## src/common/dram_board_pkg.sv

```systemverilog
// Constants for the interleaved dynamic RAM board control
package dram_board_pkg;
   localparam int unsigned CLK_MHZ = 250;
   // Board capacity variants
   localparam logic [1:0] SIZE_256K = 2'h0;
   localparam logic [1:0] SIZE_128K = 2'h1;
   localparam logic [1:0] SIZE_64K = 2'h2;
   localparam logic [1:0] SIZE_32K = 2'h3;
   // Address field layout, bit 0 is the low word address bit
   localparam int unsigned ADDR_W = 17;
   localparam int unsigned DATA_W = 16;
   localparam int unsigned MOD_W = 2;
   localparam int unsigned NUM_MOD = 4;
   localparam int unsigned NUM_OREG = 4;
   // Words per bank in each module and bank 1 base
   localparam int unsigned BIG_RAM_BITS = 14;
   localparam int unsigned SMALL_RAM_BITS = 12;
   localparam logic [16:0] BANK1_BASE_BIG = 17'h10000;
   localparam logic [16:0] BANK1_BASE_SMALL = 17'h04000;
   localparam int unsigned BIG_ROW_W = 7;
   localparam int unsigned SMALL_ROW_W = 6;
   // Timing figures
   localparam int unsigned CYCLE_NS = 400;
   localparam int unsigned READ_ISSUE_NS = 100;
   localparam int unsigned WRITE_ISSUE_NS = 200;
   localparam int unsigned REFRESH_SMALL_NS = 25000;
   localparam int unsigned REFRESH_BIG_NS = 13000;
   localparam int unsigned BUS_CLK_MHZ = 10;
   localparam int unsigned CYCLE_CLKS = (CYCLE_NS * CLK_MHZ + 999) / 1000;
   localparam int unsigned READ_ISSUE_CLKS = (READ_ISSUE_NS * CLK_MHZ + 999) / 1000;
   localparam int unsigned WRITE_ISSUE_CLKS = (WRITE_ISSUE_NS * CLK_MHZ + 999) / 1000;
   localparam int unsigned REF_SMALL_CLKS = (REFRESH_SMALL_NS * CLK_MHZ) / 1000;
   localparam int unsigned REF_BIG_CLKS = (REFRESH_BIG_NS * CLK_MHZ) / 1000;
   localparam int unsigned BUS_DIV_CLKS = CLK_MHZ / BUS_CLK_MHZ;
   localparam logic [6:0] CYCLE_CNT = 7'(CYCLE_CLKS);
   localparam logic [12:0] REF_CNT_W = 13'h0;
endpackage

```

## src/verilog/dram_board_ctrl.sv

```systemverilog
// Interleaved dynamic RAM board control logic
`timescale 1ns/1ps
module dram_board_ctrl
   import dram_board_pkg::*;
(
   input wire logic sys_clk,
   input wire logic rst_n,
   input wire logic [1:0] board_size,
   input wire logic [1:0] board_base,
   input wire logic mem_bus_clock,
   input wire logic mem_op_start,
   input wire logic mem_write_op,
   input wire logic [ADDR_W-1:0] mem_input_bus,
   output logic module_busy_refusal,
   output logic [DATA_W-1:0] mem_output_bus,
   output logic mem_output_valid,
   output logic [NUM_MOD-1:0] ram_ras_n,
   output logic [NUM_MOD-1:0] ram_cas_n,
   output logic [NUM_MOD-1:0] ram_we_n,
   output logic ram_bank_sel,
   output logic [6:0] ram_addr,
   output logic [DATA_W-1:0] ram_wdata,
   input wire logic [DATA_W-1:0] ram_rdata,
   output logic [1:0] out_reg_sel,
   output logic refresh_active
);

   typedef enum logic [2:0] {
      M_IDLE = 3'b001,
      M_BUSY = 3'b010,
      M_REF = 3'b100
   } mod_state_t;

   // Board responds to this address for the given size and base
   function automatic logic addr_hit(input logic [1:0] sz, input logic [1:0] base,
                                     input logic [ADDR_W-1:0] a);
      logic hit;
      hit = 1'b0;
      unique case (sz)
         SIZE_256K: hit = 1'b1;
         SIZE_128K: hit = (a[16] == base[0]);
         SIZE_64K: hit = (a[16:15] == base);
         SIZE_32K: hit = (a[16:14] == {base, 1'b0});
      endcase
      return hit;
   endfunction

   logic [ADDR_W-1:0] din_reg;
   logic start_reg, write_reg, bclk_reg;
   logic take;
   logic [MOD_W-1:0] mod_idx;
   logic hit;
   logic bank;
   mod_state_t state_reg [NUM_MOD];
   logic [6:0] cnt_reg [NUM_MOD];
   logic [NUM_MOD-1:0] idle_vec;
   logic [1:0] oreg_ptr_reg;
   logic [DATA_W-1:0] oreg [NUM_OREG];
   logic [12:0] ref_cnt_reg;
   logic [13:0] ref_addr_reg;
   logic ref_due_reg;
   logic [6:0] row_field, col_field;
   logic [NUM_OREG-1:0] pend_rd_reg;
   logic [6:0] rd_cnt_reg [NUM_OREG];

   // Bus sampled on rising edge of the memory bus clock
   assign take = mem_bus_clock & ~bclk_reg;

   always_ff @(posedge sys_clk) begin
      if (!rst_n) begin
         bclk_reg <= 1'b0;
         start_reg <= 1'b0;
         write_reg <= 1'b0;
         din_reg <= '0;
      end else begin
         bclk_reg <= mem_bus_clock;
         start_reg <= take & mem_op_start;
         if (take) begin
            write_reg <= mem_write_op;
            din_reg <= mem_input_bus;
         end
      end
   end

   assign mod_idx = din_reg[MOD_W-1:0];
   assign hit = addr_hit(board_size, board_base, din_reg);
   // Bank bit only on two-bank variants
   always_comb begin
      bank = 1'b0;
      row_field = '0;
      col_field = '0;
      unique case (board_size)
         SIZE_256K: bank = din_reg[16];
         SIZE_64K: bank = din_reg[14];
         default: bank = 1'b0;
      endcase
      if (board_size == SIZE_256K || board_size == SIZE_128K) begin
         row_field = din_reg[15:9];
         col_field = din_reg[8:2];
      end else begin
         row_field = {1'b0, din_reg[13:8]};
         col_field = {1'b0, din_reg[7:2]};
      end
   end

   generate
      for (genvar m = 0; m < NUM_MOD; m++) begin : g_mod
         assign idle_vec[m] = (state_reg[m] == M_IDLE);
         // Independent per-module cycle timer
         always_ff @(posedge sys_clk) begin
            if (!rst_n) begin
               state_reg[m] <= M_IDLE;
               cnt_reg[m] <= '0;
            end else begin
               unique case (state_reg[m])
                  M_IDLE: begin
                     if (start_reg && hit && mod_idx == m) begin
                        state_reg[m] <= M_BUSY;
                        cnt_reg[m] <= CYCLE_CNT - 7'h01;
                     end else if (ref_due_reg && &idle_vec) begin
                        state_reg[m] <= M_REF;
                        cnt_reg[m] <= CYCLE_CNT - 7'h01;
                     end
                  end
                  M_BUSY, M_REF: begin
                     if (cnt_reg[m] == 7'h00) state_reg[m] <= M_IDLE;
                     else cnt_reg[m] <= cnt_reg[m] - 7'h01;
                  end
               endcase
            end
         end
      end
   endgenerate

   // Refresh period timer by board size
   always_ff @(posedge sys_clk) begin
      if (!rst_n) begin
         ref_cnt_reg <= '0;
         ref_due_reg <= 1'b0;
         ref_addr_reg <= '0;
      end else begin
         if (ref_due_reg && &idle_vec && !(start_reg && hit)) begin
            ref_due_reg <= 1'b0;
            ref_addr_reg <= ref_addr_reg + 14'h0001;
         end
         if ((board_size[1] && ref_cnt_reg == 13'(REF_SMALL_CLKS - 1)) ||
             (!board_size[1] && ref_cnt_reg == 13'(REF_BIG_CLKS - 1))) begin
            ref_cnt_reg <= '0;
            ref_due_reg <= 1'b1;
         end else begin
            ref_cnt_reg <= ref_cnt_reg + 13'h0001;
         end
      end
   end

   // Busy refusal, RAM strobes and data path
   always_ff @(posedge sys_clk) begin
      if (!rst_n) begin
         module_busy_refusal <= 1'b0;
         ram_ras_n <= '1;
         ram_cas_n <= '1;
         ram_we_n <= '1;
         ram_bank_sel <= 1'b0;
         ram_addr <= '0;
         ram_wdata <= '0;
         refresh_active <= 1'b0;
      end else begin
         module_busy_refusal <= start_reg && hit && !idle_vec[mod_idx];
         refresh_active <= (state_reg[0] == M_REF);
         ram_ras_n <= '1;
         ram_cas_n <= '1;
         ram_we_n <= '1;
         if (start_reg && hit && idle_vec[mod_idx]) begin
            ram_ras_n[mod_idx] <= 1'b0;
            ram_cas_n[mod_idx] <= 1'b0;
            ram_we_n[mod_idx] <= ~write_reg;
            ram_bank_sel <= bank;
            ram_addr <= row_field ^ col_field;
            ram_wdata <= din_reg[DATA_W-1:0];
         end else if (ref_due_reg && &idle_vec) begin
            ram_ras_n <= '0;
            ram_addr <= ref_addr_reg[6:0];
         end
      end
   end

   // Read capture into rotating output registers, one pending read per register
   always_ff @(posedge sys_clk) begin
      if (!rst_n) begin
         pend_rd_reg <= '0;
         oreg_ptr_reg <= '0;
         out_reg_sel <= '0;
         mem_output_bus <= '0;
         mem_output_valid <= 1'b0;
         for (int i = 0; i < NUM_OREG; i++) begin
            rd_cnt_reg[i] <= '0;
            oreg[i] <= '0;
         end
      end else begin
         mem_output_valid <= 1'b0;
         // Reads overlap, so each register times its own read
         for (int i = 0; i < NUM_OREG; i++) begin
            if (pend_rd_reg[i]) begin
               if (rd_cnt_reg[i] == 7'h00) begin
                  pend_rd_reg[i] <= 1'b0;
                  oreg[i] <= ram_rdata;
                  mem_output_bus <= ram_rdata;
                  mem_output_valid <= 1'b1;
               end else begin
                  rd_cnt_reg[i] <= rd_cnt_reg[i] - 7'h01;
               end
            end
         end
         if (start_reg && hit && idle_vec[mod_idx]) begin
            oreg_ptr_reg <= oreg_ptr_reg + 2'h1;
            out_reg_sel <= oreg_ptr_reg;
            pend_rd_reg[oreg_ptr_reg] <= ~write_reg;
            rd_cnt_reg[oreg_ptr_reg] <= 7'(READ_ISSUE_CLKS);
         end
      end
   end

   property p_refuse_busy;
      @(posedge sys_clk) disable iff (!rst_n)
      (start_reg && hit && !idle_vec[mod_idx]) |=> module_busy_refusal;
   endproperty
   a_refuse_busy: assert property (p_refuse_busy) else $error("busy not refused");

   property p_hold_cycle;
      @(posedge sys_clk) disable iff (!rst_n)
      $rose(state_reg[0] == M_BUSY) |-> (state_reg[0] == M_BUSY)[*8];
   endproperty
   a_hold_cycle: assert property (p_hold_cycle) else $error("module freed early");

   property p_free_after;
      @(posedge sys_clk) disable iff (!rst_n)
      $rose(state_reg[1] == M_BUSY) |-> ##[1:100] (state_reg[1] == M_IDLE);
   endproperty
   a_free_after: assert property (p_free_after) else $error("module stuck busy");

   property p_rotate;
      @(posedge sys_clk) disable iff (!rst_n)
      (start_reg && hit && idle_vec[mod_idx]) |=> out_reg_sel == $past(oreg_ptr_reg);
   endproperty
   a_rotate: assert property (p_rotate) else $error("output register out of order");

   property p_no_write_refused;
      @(posedge sys_clk) disable iff (!rst_n)
      module_busy_refusal |-> &ram_we_n;
   endproperty
   a_no_write_refused: assert property (p_no_write_refused) else $error("refused write");

   property p_ref_idle;
      @(posedge sys_clk) disable iff (!rst_n)
      $rose(state_reg[2] == M_REF) |-> $past(&idle_vec);
   endproperty
   a_ref_idle: assert property (p_ref_idle) else $error("refresh while busy");

   property p_module_pick;
      @(posedge sys_clk) disable iff (!rst_n)
      (start_reg && hit && idle_vec[mod_idx]) |=> !ram_ras_n[$past(mod_idx)];
   endproperty
   a_module_pick: assert property (p_module_pick) else $error("wrong module");

   property p_out_range;
      @(posedge sys_clk) disable iff (!rst_n)
      (start_reg && !hit) |=> (&ram_cas_n && !module_busy_refusal);
   endproperty
   a_out_range: assert property (p_out_range) else $error("responded out of range");

endmodule // dram_board_ctrl
```

## config.mk

```make
export PLATFORM = sky130hd
export DESIGN_NAME = dram_board_ctrl
export DESIGN_NICKNAME = d
export VERILOG_FILES = /design/src/common/dram_board_pkg.sv /design/src/verilog/dram_board_ctrl.sv
export SDC_FILE = /design/constraint.sdc
export NUM_CORES = 1
export LEC_CHECK = 0
export BUFFER_PORTS_ARGS = -buffer_cell sky130_fd_sc_hd__buf_4
export CAP_MARGIN = 30
export CORE_MARGIN = 1
export CORE_UTILIZATION = 38
export CTS_BUF_LIST = sky130_fd_sc_hd__clkbuf_2 sky130_fd_sc_hd__clkbuf_4 sky130_fd_sc_hd__clkbuf_8
export CTS_CLUSTER_SIZE = 40
export DETAILED_ROUTE_END_ITERATION = 8
export PLACE_DENSITY = 0.55
export SYNTH_ARGS = -nofsm -noshare
export SYNTH_HDL_FRONTEND = slang
export SYNTH_SLANG_ARGS = --single-unit
```

## constraint.sdc

```tcl
create_clock -name sys_clk -period 2.78 [get_ports sys_clk]
set_input_delay 0.417 -clock sys_clk [delete_from_list [all_inputs] [get_ports sys_clk]]
set_output_delay 0.417 -clock sys_clk [all_outputs]
set_load 0.05 [all_outputs]
```

## Word level (Yosys, flattened, before mapping)

Memory sizes are Yosys's and may differ from the RTL's.
Index checks and enable logic that the tools add are counted.
W data, S select, Z words.

- Add/subtract/negate cells: 11
- Shifts and indexed selects: 0
- Reductions and logical operators: 37
- Bitwise gates (word level): 36
- Equality and inequality tests: 23
- Magnitude comparators: 4
- Muxes and demuxes: 151
- Multiply operators: 0
- Div/mod/pow operators: 0

Operators with widths:

| kind | count |
|---|---|
| $mux W7 | 20 |
| $mux W16 | 8 |
| $mux W1 | 102 |
| $logic_not A7 Y1 | 8 |
| $sub A7 B1 Y7 const B | 8 |
| $mux W3 | 12 |
| $or A1 B1 Y1 | 28 |
| $add A14 B1 Y14 const B | 1 |
| $add A13 B1 Y13 const B | 1 |
| $eq A13 B12 Y1 const B | 1 |
| $eq A13 B13 Y1 const B | 1 |
| $logic_and A1 B1 Y1 | 13 |
| $eq A3 B1 Y1 const B | 4 |
| $eq A3 B2 Y1 const B | 4 |
| $eq A3 B3 Y1 const B | 4 |
| $mux W4 | 3 |
| $reduce_or A2 Y1 | 5 |
| $eq A2 B2 Y1 const B | 4 |
| $xor A7 B7 Y7 | 1 |
| $lt A2 B3 Y1 const B | 2 |
| $bwmux W4 | 1 |
| $demux W1 S2 | 2 |
| $eq A2 B1 Y1 const B | 2 |
| $ge A2 B1 Y1 const B | 2 |
| other kinds (17) | 25 |

- Latch bits: 0
- Bits in writable memories: 68
- Memory bits (read-only): 0
- Input port bits: 42
- Output and inout bits: 57
- Memories: 3
- Bits in registers: 111

Memories:

| memory | words | bits a word | rd ports | clocked after Yosys merged registers in | write ports | line | source |
|---|---|---|---|---|---|---|---|
| cnt_reg | 4 | 7 | 4 | 0 | 4 | dram_board_ctrl.sv:55 | `logic [6:0] cnt_reg [NUM_MOD];` |
| rd_cnt_reg | 4 | 7 | 4 | 0 | 5 | dram_board_ctrl.sv:64 | `logic [6:0] rd_cnt_reg [NUM_OREG];` |
| state_reg | 4 | 3 | 4 | 0 | 4 | dram_board_ctrl.sv:54 | `mod_state_t state_reg [NUM_MOD];` |

## Depth between registers and ports, before layout

Gate-level depths: netlist of run 1.

- Depth after elaboration: 11
- Gate-level depth with buffers: 9
- Depth with buffers taken out: 7

## Worst setup path before layout of run 1

Ideal clock, no wire load.

- Kind: reg-to-reg
- Start point: memory state_reg[0][1] (netlist bit)
- End point: memory state_reg[0][0] (netlist bit), enable pin
- Arrival: 1.653 ns
- Setup time: 0.377 ns
- Slack: 0.750 ns
- Cell stages (with the launch flop): 7
- Buffers on the path: 1
- Cell sequence: edfxtp_1 > nor3b_2 > nand4_1 > clkbuf_1 > a31oi_1 > a31oi_1 > o311ai_0

RTL lines:

| what | line |
|---|---|
| start: declaration | dram_board_ctrl.sv:54 |

==> out/metrics.yaml, run 1 <==
worst_setup_path:
  r2r_start: "cnt_reg[2][2]"
  path_max_fanout: 4
  critical_path_arrival_ns: 2.31
  worstSetupPathType: "reg -> reg"
  r2r_slack_ns: 0.58
  start_kind: "register"
  cp.required_ns: 2.89
  rr_endpoint: "state_reg[1][2]"
  reg2reg_depth: 3
  cp-end-kind: "register"
sta:
  skew_ns: 0.0161
  postLayoutSetupSlackWorst_ns: 0.581
  post-route-period-util_pct: 79.1
  timing.fmax_ghz: 0.455
  slew_headroom_pct: 44.6
  setup_viol: 0
  post-route-min-period_ns: 2.20
  setup_tns_ns: 0
  worst_pin_slew_ns: 0.831
  rsz0062_at_grt: "no"
  hold_viol_final: 0
  finalMaxSlewViolations: 0
final_layout:
  nets: 973
  num_antenna_cells: 0
  design_area_sq_um: 9060
  layout_commonest_cell: "nand2_1"
  mostFrequentLayoutCells: "nand2_1, dfxtp_1, buf_4"
  layout-drive-gt1-share_pct: 17.9
  final_util_pct: 46.2
  syn_to_final_growth_pct: 18.4
drt:
  ant_nets: 0
  vias_per_cell: 4.90
  drt_iter0_markers: 329
  wire_per_inst_um: 14.3
  drtPass1Iterations: 4
  drt_wl_total_um: 17000
  vias: 5814
  drc: 0
synth:
  syn_inst: 813
  netlist_area_sq_um: 7650
  avgSynthCellArea_sq_um: 9.41
  ys_ff_latch: 172
  yosys_warnings: 0
  synth_cell_type_count: 64
  async_flop_share_pct: 0
  synth_edf_count: 40
  synth_flop_cell: "dfxtp_1"
  seq_area_frac_synth_pct: 50.3
  syn_nets: 877
die:
  die_h_um: 144
  chipWidth_um: 144
  core.rowCount: 51
  ios: 99
  coreArea_sq_um: 19600
  start_util_pct: 39.0
  die-area_sq_um: 20700
placement:
  dp_hpwl_um: 12000
  place_ws_ns: 0.458
  place_area_sq_um: 8650
  gp_congestion: 0.747
  io_buffer_count: 98
grt:
  grt-ovfl-total: 0
  grt_pass1_vias: 5364
  grt_max_degree: 78
  grt_pass1_wl_um: 27400
  antenna_found_initial: 0
  grtUsageTotal_pct: 17.1
clocking:
  cts_setup_buffers: 0
  clkSinkCount: 172
  clk_path_buf_depth: 2
  root_buffer: "clkbuf_8"
  hold_buffers: 0
  path_clk_slew_ns: 0.11
  cts_tree: "yes"
  htree_levels: 4
  cts_resized: 0
  cts_made_buffers: 17
  clk_latency_ns: 0.48
hold_path:
  hold_path_class: "in -> reg"
  hold_path_depth: 3
  worstHoldEndpoint: "mem_output_bus[9]"
  holdCritStartpoint: "ram_rdata[9]"
power_and_ir_drop:
  power_density_nw_per_um2: 527
  vdd_drop_max_uv: 299
  leakagePower_nw: 3.26
  finalPower_mw: 4.77
outcome:
  outcome: "complete, no violations"
flow_run:
  max-cap-violations: 0
## synth_stat cells, drive strengths merged (2+ instances only)
cell type	instances	area, sq um
nand2b	4	25.0
or3	2	12.5
o31ai	4	30.0
nor4b	6	58.8
inv	25	93.8
xnor2	39	342
xor2	26	228
nand2	133	499
mux2i	23	230
o311ai	5	61.3
buf	16	101
nor4	9	62.6
o21a	2	15.0
or2	2	12.5
nor3	20	105
o21ai	26	134
nand4	11	68.8
nand3	34	175
a31oi	8	50.1
a21boi	3	30.0
and2	5	31.3
ha	22	275
clkbuf	16	60.1
a211oi	6	45.0
a21oi	61	313
edfxtp	40	1200
nor2	86	325
a41oi	2	17.5
a311oi	7	61.3
nor2b	4	25.0
dfxtp	132	2640
and3	7	43.8
nor3b	5	47.5
nand3b	4	30.0
or4	3	22.5
## per-layer routing
metal,GRT usage (%),vias up,routed length [um]
met5,0,-,0
met4,6.38,0,251
met3,4.17,17,632
met2,25.9,77,7690
met1,23.5,2704,8460
li1,-,3016,-
## cell families after synthesis
group	share of synthesized area [%]
AND/OR/NAND/NOR	21.1
adder cells (fa/ha/maj)	3.60
buffers and inverters	3.34
multiplexers	3.45
AO/OA/AOI/OAI	10.8
flip-flops	50.3
XOR/XNOR	7.44
## where the power goes
part           switching [mW]  internal (mW)
Combinational           0.191          0.131
Sequential             0.0494           2.60
Clock                    1.04          0.757
Total                    1.28           3.49
## worst max-delay path, stage by stage, from the launching register on
cell and delay [ns]:
edfxtp_1 0.45, nor4_1 0.50, nand3b_1 0.18, o311ai_0 0.72
## per-stage QoR
| step | cells | hold slack [ns] |
|---|---|---|
| after floorplan | 813 | 0.387 |
| after global placement | 1155 | 0.437 |
| after detailed placement | 1155 | 0.439 |
| after CTS | 1187 | 0.144 |
| after global routing | 1187 | 0.152 |
| final | 1187 | 0.170 |
## final cells by class
cell class,count,area (sq um)
Clock inverter,15,174
Clock buffer,17,234
Fill cell,1924,10500
Inverter,25,93.8
Timing Repair Buffer,109,831
Tap cell,265,332
Sequential cell,172,3840
Multi-Input combinational cell,584,3550
## worst max-delay path by stage
stage               startpoint         endpoint  slack (ns)  cells past startpoint
2_1_floorplan  state_reg[0][1]  state_reg[0][0]        0.75                      6
3_3_place_gp     board_base[0]    cnt_reg[3][2]        0.50                      6
3_5_place_dp     board_base[0]    cnt_reg[3][2]        0.46                      6
4_1_cts          cnt_reg[2][2]  state_reg[1][0]        0.55                      3
5_1_grt        state_reg[0][1]  state_reg[1][3]        0.37                      6
6_report         cnt_reg[2][2]  state_reg[1][2]        0.58                      3
Power figures use the tool's default switching activity.
==> run 2: changes to the inputs <==
ABC_AREA = 1   (was not set)
PLACE_DENSITY = 0.57   (was 0.55)
clock period = 2 ns   (was 2.78 ns; I/O delays follow)
==> run 2 against run 1 <==
  * Via count rose by 14%
  * Clock-buffer cell count increased by 1
  * Synthesized area rose by 4.1%
  * Die area is 4.0% higher
  * Global-route usage increased by 0.21 points
  * Non-clock buffer count up 23
  * Clock skew grew 0.0055 ns
  * Register-to-register slack worse by 0.44 ns
  * Utilization is 0.91 points higher
  * Worst hold slack worse by 0.11 ns
  * Critical path type unchanged
  * Largest cell class unchanged
  * Largest power group unchanged
==> out/metrics.yaml, run 2 <==
final_layout:
  syn_to_final_growth_pct: 20.6
  layout-drive-gt1-share_pct: 17.7  # -0.17 points
  mostFrequentLayoutCells: "nand2_1, nor2_1, dfxtp_1"
  nets: 1196  # +23%
  num_antenna_cells: 0  # unchanged
  layout_commonest_cell: "nand2_1"
  fin_cells: 1415  # +19%
  fillerInstances: 2020  # +5.0%
clocking:
  hold_buffers: 0  # unchanged
  clk_latency_ns: 0.47  # about the same
  htree_levels: 4  # unchanged
  clk_path_buf_depth: 2  # unchanged
  clkSinkCount: 172  # unchanged
  root_buffer: "clkbuf_8"
  path_clk_slew_ns: 0.09  # -0.02 ns
  cts_made_buffers: 17  # unchanged
  cts_tree: "yes"
die:
  coreArea_sq_um: 20400  # +4.0%
  die_h_um: 147  # +2.0%
  chipWidth_um: 147  # +2.0%
  start_util_pct: 39.1  # +0.045 points
  core.rowCount: 52  # +2.0%
  ios: 99  # unchanged
  die-area_sq_um: 21500  # +4.0%
worst_setup_path:
  cp.required_ns: 2.17  # -0.72 ns
  critical_path_arrival_ns: 2.04  # -0.27 ns
  start_kind: "register"
  cp-end-kind: "register"
  max_stage_delay_ns: 0.37  # -0.35 ns
  worstSetupPathType: "reg -> reg"
  path_cells: "inv_1, nand2_1, nand2_1, nor2_1, nor2_2, nor2_8, nand2_4, nor2_1, nand2_1, nand4_1, buf_4"
  crit_top_cell: "nand2_1"
  crit_slowest_cell: "dfxtp_1"
  path_max_fanout: 10  # +6
synth:
  synth_edf_count: 40  # unchanged
  seq_area_frac_synth_pct: 48.3  # -2.0 points
  syn_nets: 1076  # +23%
  synth_cell_type_count: 36  # -44%
  synth_common_cells: "nand2_1, nor2_1, dfxtp_1"
  synth.most_common_cell: "nand2_1"
  netlist_area_sq_um: 7960  # +4.1%
  syn_inst: 1012  # +24%
  async_flop_share_pct: 0  # unchanged
  netlist_top_cells_area: "dfxtp_1, edfxtp_1, nand2_1, nor2_1, inv_1"
  synth_flop_cell: "dfxtp_1"
  ys_ff_latch: 172  # unchanged
  avgSynthCellArea_sq_um: 7.86  # -16%
  yosysTopAreaCell: "dfxtp_1"
  yosys.area.top_type_share_pct: 33.2  # -1.4 points
  yosys_warnings: 0  # unchanged
drt:
  ant_nets: 0  # unchanged
  drtPass1Iterations: 4  # unchanged
  drt_wl_total_um: 17800  # +4.6%
  vias: 6632  # +14%
  drt_iter0_markers: 301  # -8.5%
  wire_per_inst_um: 12.6  # -12%
  drc: 0  # unchanged
  vias_per_cell: 4.69  # -4.3%
sta:
  worst_pin_slew_ns: 0.451  # -0.380 ns
  post-route-period-util_pct: 93.2  # +14 points
  setup_tns_ns: 0  # unchanged
  whs_ns: 0.0579  # -0.112 ns
  hold_viol_final: 0  # unchanged
  postLayoutSetupSlackWorst_ns: 0.137  # -0.444 ns
  skew_ns: 0.0216  # +0.00546 ns
  finalMaxSlewViolations: 0  # unchanged
  setup_viol: 0  # unchanged
  timing.fmax_ghz: 0.537  # +18%
  post-route-min-period_ns: 1.86  # -0.336 ns
  rsz0062_at_grt: "yes"
  slew_headroom_pct: 69.9  # +25 points
power_and_ir_drop:
  share_comb_of_total_power_pct: 9.6  # +2.8 points
  power.share.sequential_pct: 55.3  # -0.2 points
  vdd_drop_max_uv: 403  # +35%
  p_switching_mw: 1.88  # +47%
  leakagePower_nw: 4.29  # +31%
  swShare_pct: 28.1  # +1.2 points
  intPower_mw: 4.82  # +38%
  finalPower_mw: 6.70  # +40%
  clockPowerShare_pct: 35.0  # -2.7 points
  power_density_nw_per_um2: 698  # +32%
grt:
  antenna_found_initial: 2  # +2
  grt_pass1_vias: 6203  # +16%
  grt-ovfl-total: 0  # unchanged
  grt_pass1_wl_um: 29900  # +9.1%
  grtUsageTotal_pct: 17.3  # +0.21 points
  grt_max_degree: 89  # +14%
placement:
  gp_congestion: 0.795  # +6.4%
  dp_cells: 1380  # +19%
  io_buffer_count: 98  # unchanged
  dp_hpwl_um: 13000  # +9.0%
  place_ws_ns: 0.0707  # -0.388 ns
flow_run:
  max-cap-violations: 0  # unchanged
outcome:
  outcome: "complete, no violations"
hold_path:
  hold_path_class: "in -> reg"
## run 2: changes by cell type in the layout (fill, tap and decap cells not counted), moves of 20 or more
cell | previous run | this run
buf_4 | 108 | 128
o21ai_0 | 25 | 74
mux2i_1 | 23 | 1
nand2_1 | 133 | 174
nand4_1 | 11 | 31
nand3_1 | 33 | 58
nor2_1 | 85 | 157
xnor2_1 | 39 | 6
inv_1 | 23 | 124
## run 2: kinds of logic (layout without fill, tap and decap cells)
logic type / Yosys count / in the layout / share of synthesized area (%)
adders and majority gates: 22 / 22 / 3.46
DFF: 172 / 172 / 48.3
xor gates and xnor gates: 39 / 39 / 4.29
buffers and inverters: 159 / 292 / 7.92
AOI/OAI and AO/OA: 153 / 153 / 10.4
and+or+nand+nor: 466 / 466 / 25.5
muxes: 1 / 1 / 0.126
## run 2: through the flow
| stage | instance area, sq um | utilization [%] |
|---|---|---|
| 6_report | 9600 | 47.1 |
| 5_1_grt | 9600 | 47.1 |
| 4_1_cts | 9530 | 46.8 |
| 3_5_place_dp | 9170 | 45.0 |
| 3_3_place_gp | 9170 | 45.0 |
| 2_1_floorplan | 7960 | - |
## run 2: path summary, 6_finish.rpt
| path | slack, ns | cells past startpoint | start | to |
|---|---|---|---|---|
| hold / removal | 0.06 | 3 | mem_bus_clock | bclk_reg |
| hold reg to reg | 0.47 | 1 | write_reg | ram_we_n[3] |
| setup / recovery | 0.14 | 11 | din_reg[16] | cnt_reg[0][5] |
| setup reg to reg | 0.14 | 11 | din_reg[16] | cnt_reg[0][5] |
## run 2: power by group through the flow
stage	sequential, mW	combinational, mW	clock (mW)
2_1_floorplan	3.84	0.342	0
3_3_place_gp	3.79	0.637	0
3_5_place_dp	3.79	0.640	0
4_1_cts	3.71	0.643	2.44
5_1_grt	3.72	0.719	2.60
6_report	3.71	0.646	2.35
## run 2: routing by layer
layer / share of wire [%] / track usage (%) / up-vias
li1: - / - / 3530
met3: 4.6 / 4.66 / 14
met1: 50 / 24.0 / 2968
met2: 45 / 26.4 / 116
met5: 0.14 / 0 / -
met4: 0.78 / 4.84 / 4
## run 2: cell type report
| type | instances | area, sq um | share of cell area, % |
|---|---|---|---|
| multi-input cells | 681 | 3520 | 36.7 |
| repair buffers | 132 | 1040 | 10.8 |
| clock inverters | 14 | 126 | 1.32 |
| flip-flops and latches | 172 | 3840 | 40.0 |
| clock buffers | 18 | 241 | 2.52 |
| inverters | 128 | 484 | 5.04 |
| well taps | 270 | 338 | 3.52 |
## run 2: worst max-delay path: cells and delay by family (launching register included)
family                 cells  cell delay (ns)
buffers and inverters      2             0.25
flip-flops                 1             0.37
AND/OR/NAND/NOR            9             0.95
## run 2: what timing repair did
item / in CTS / in global routing
setup endpoints to repair: 0 / 101
resized for setup: 0 / 14
buffers inserted: 0 / 3
hold endpoints to repair: 0 / 0
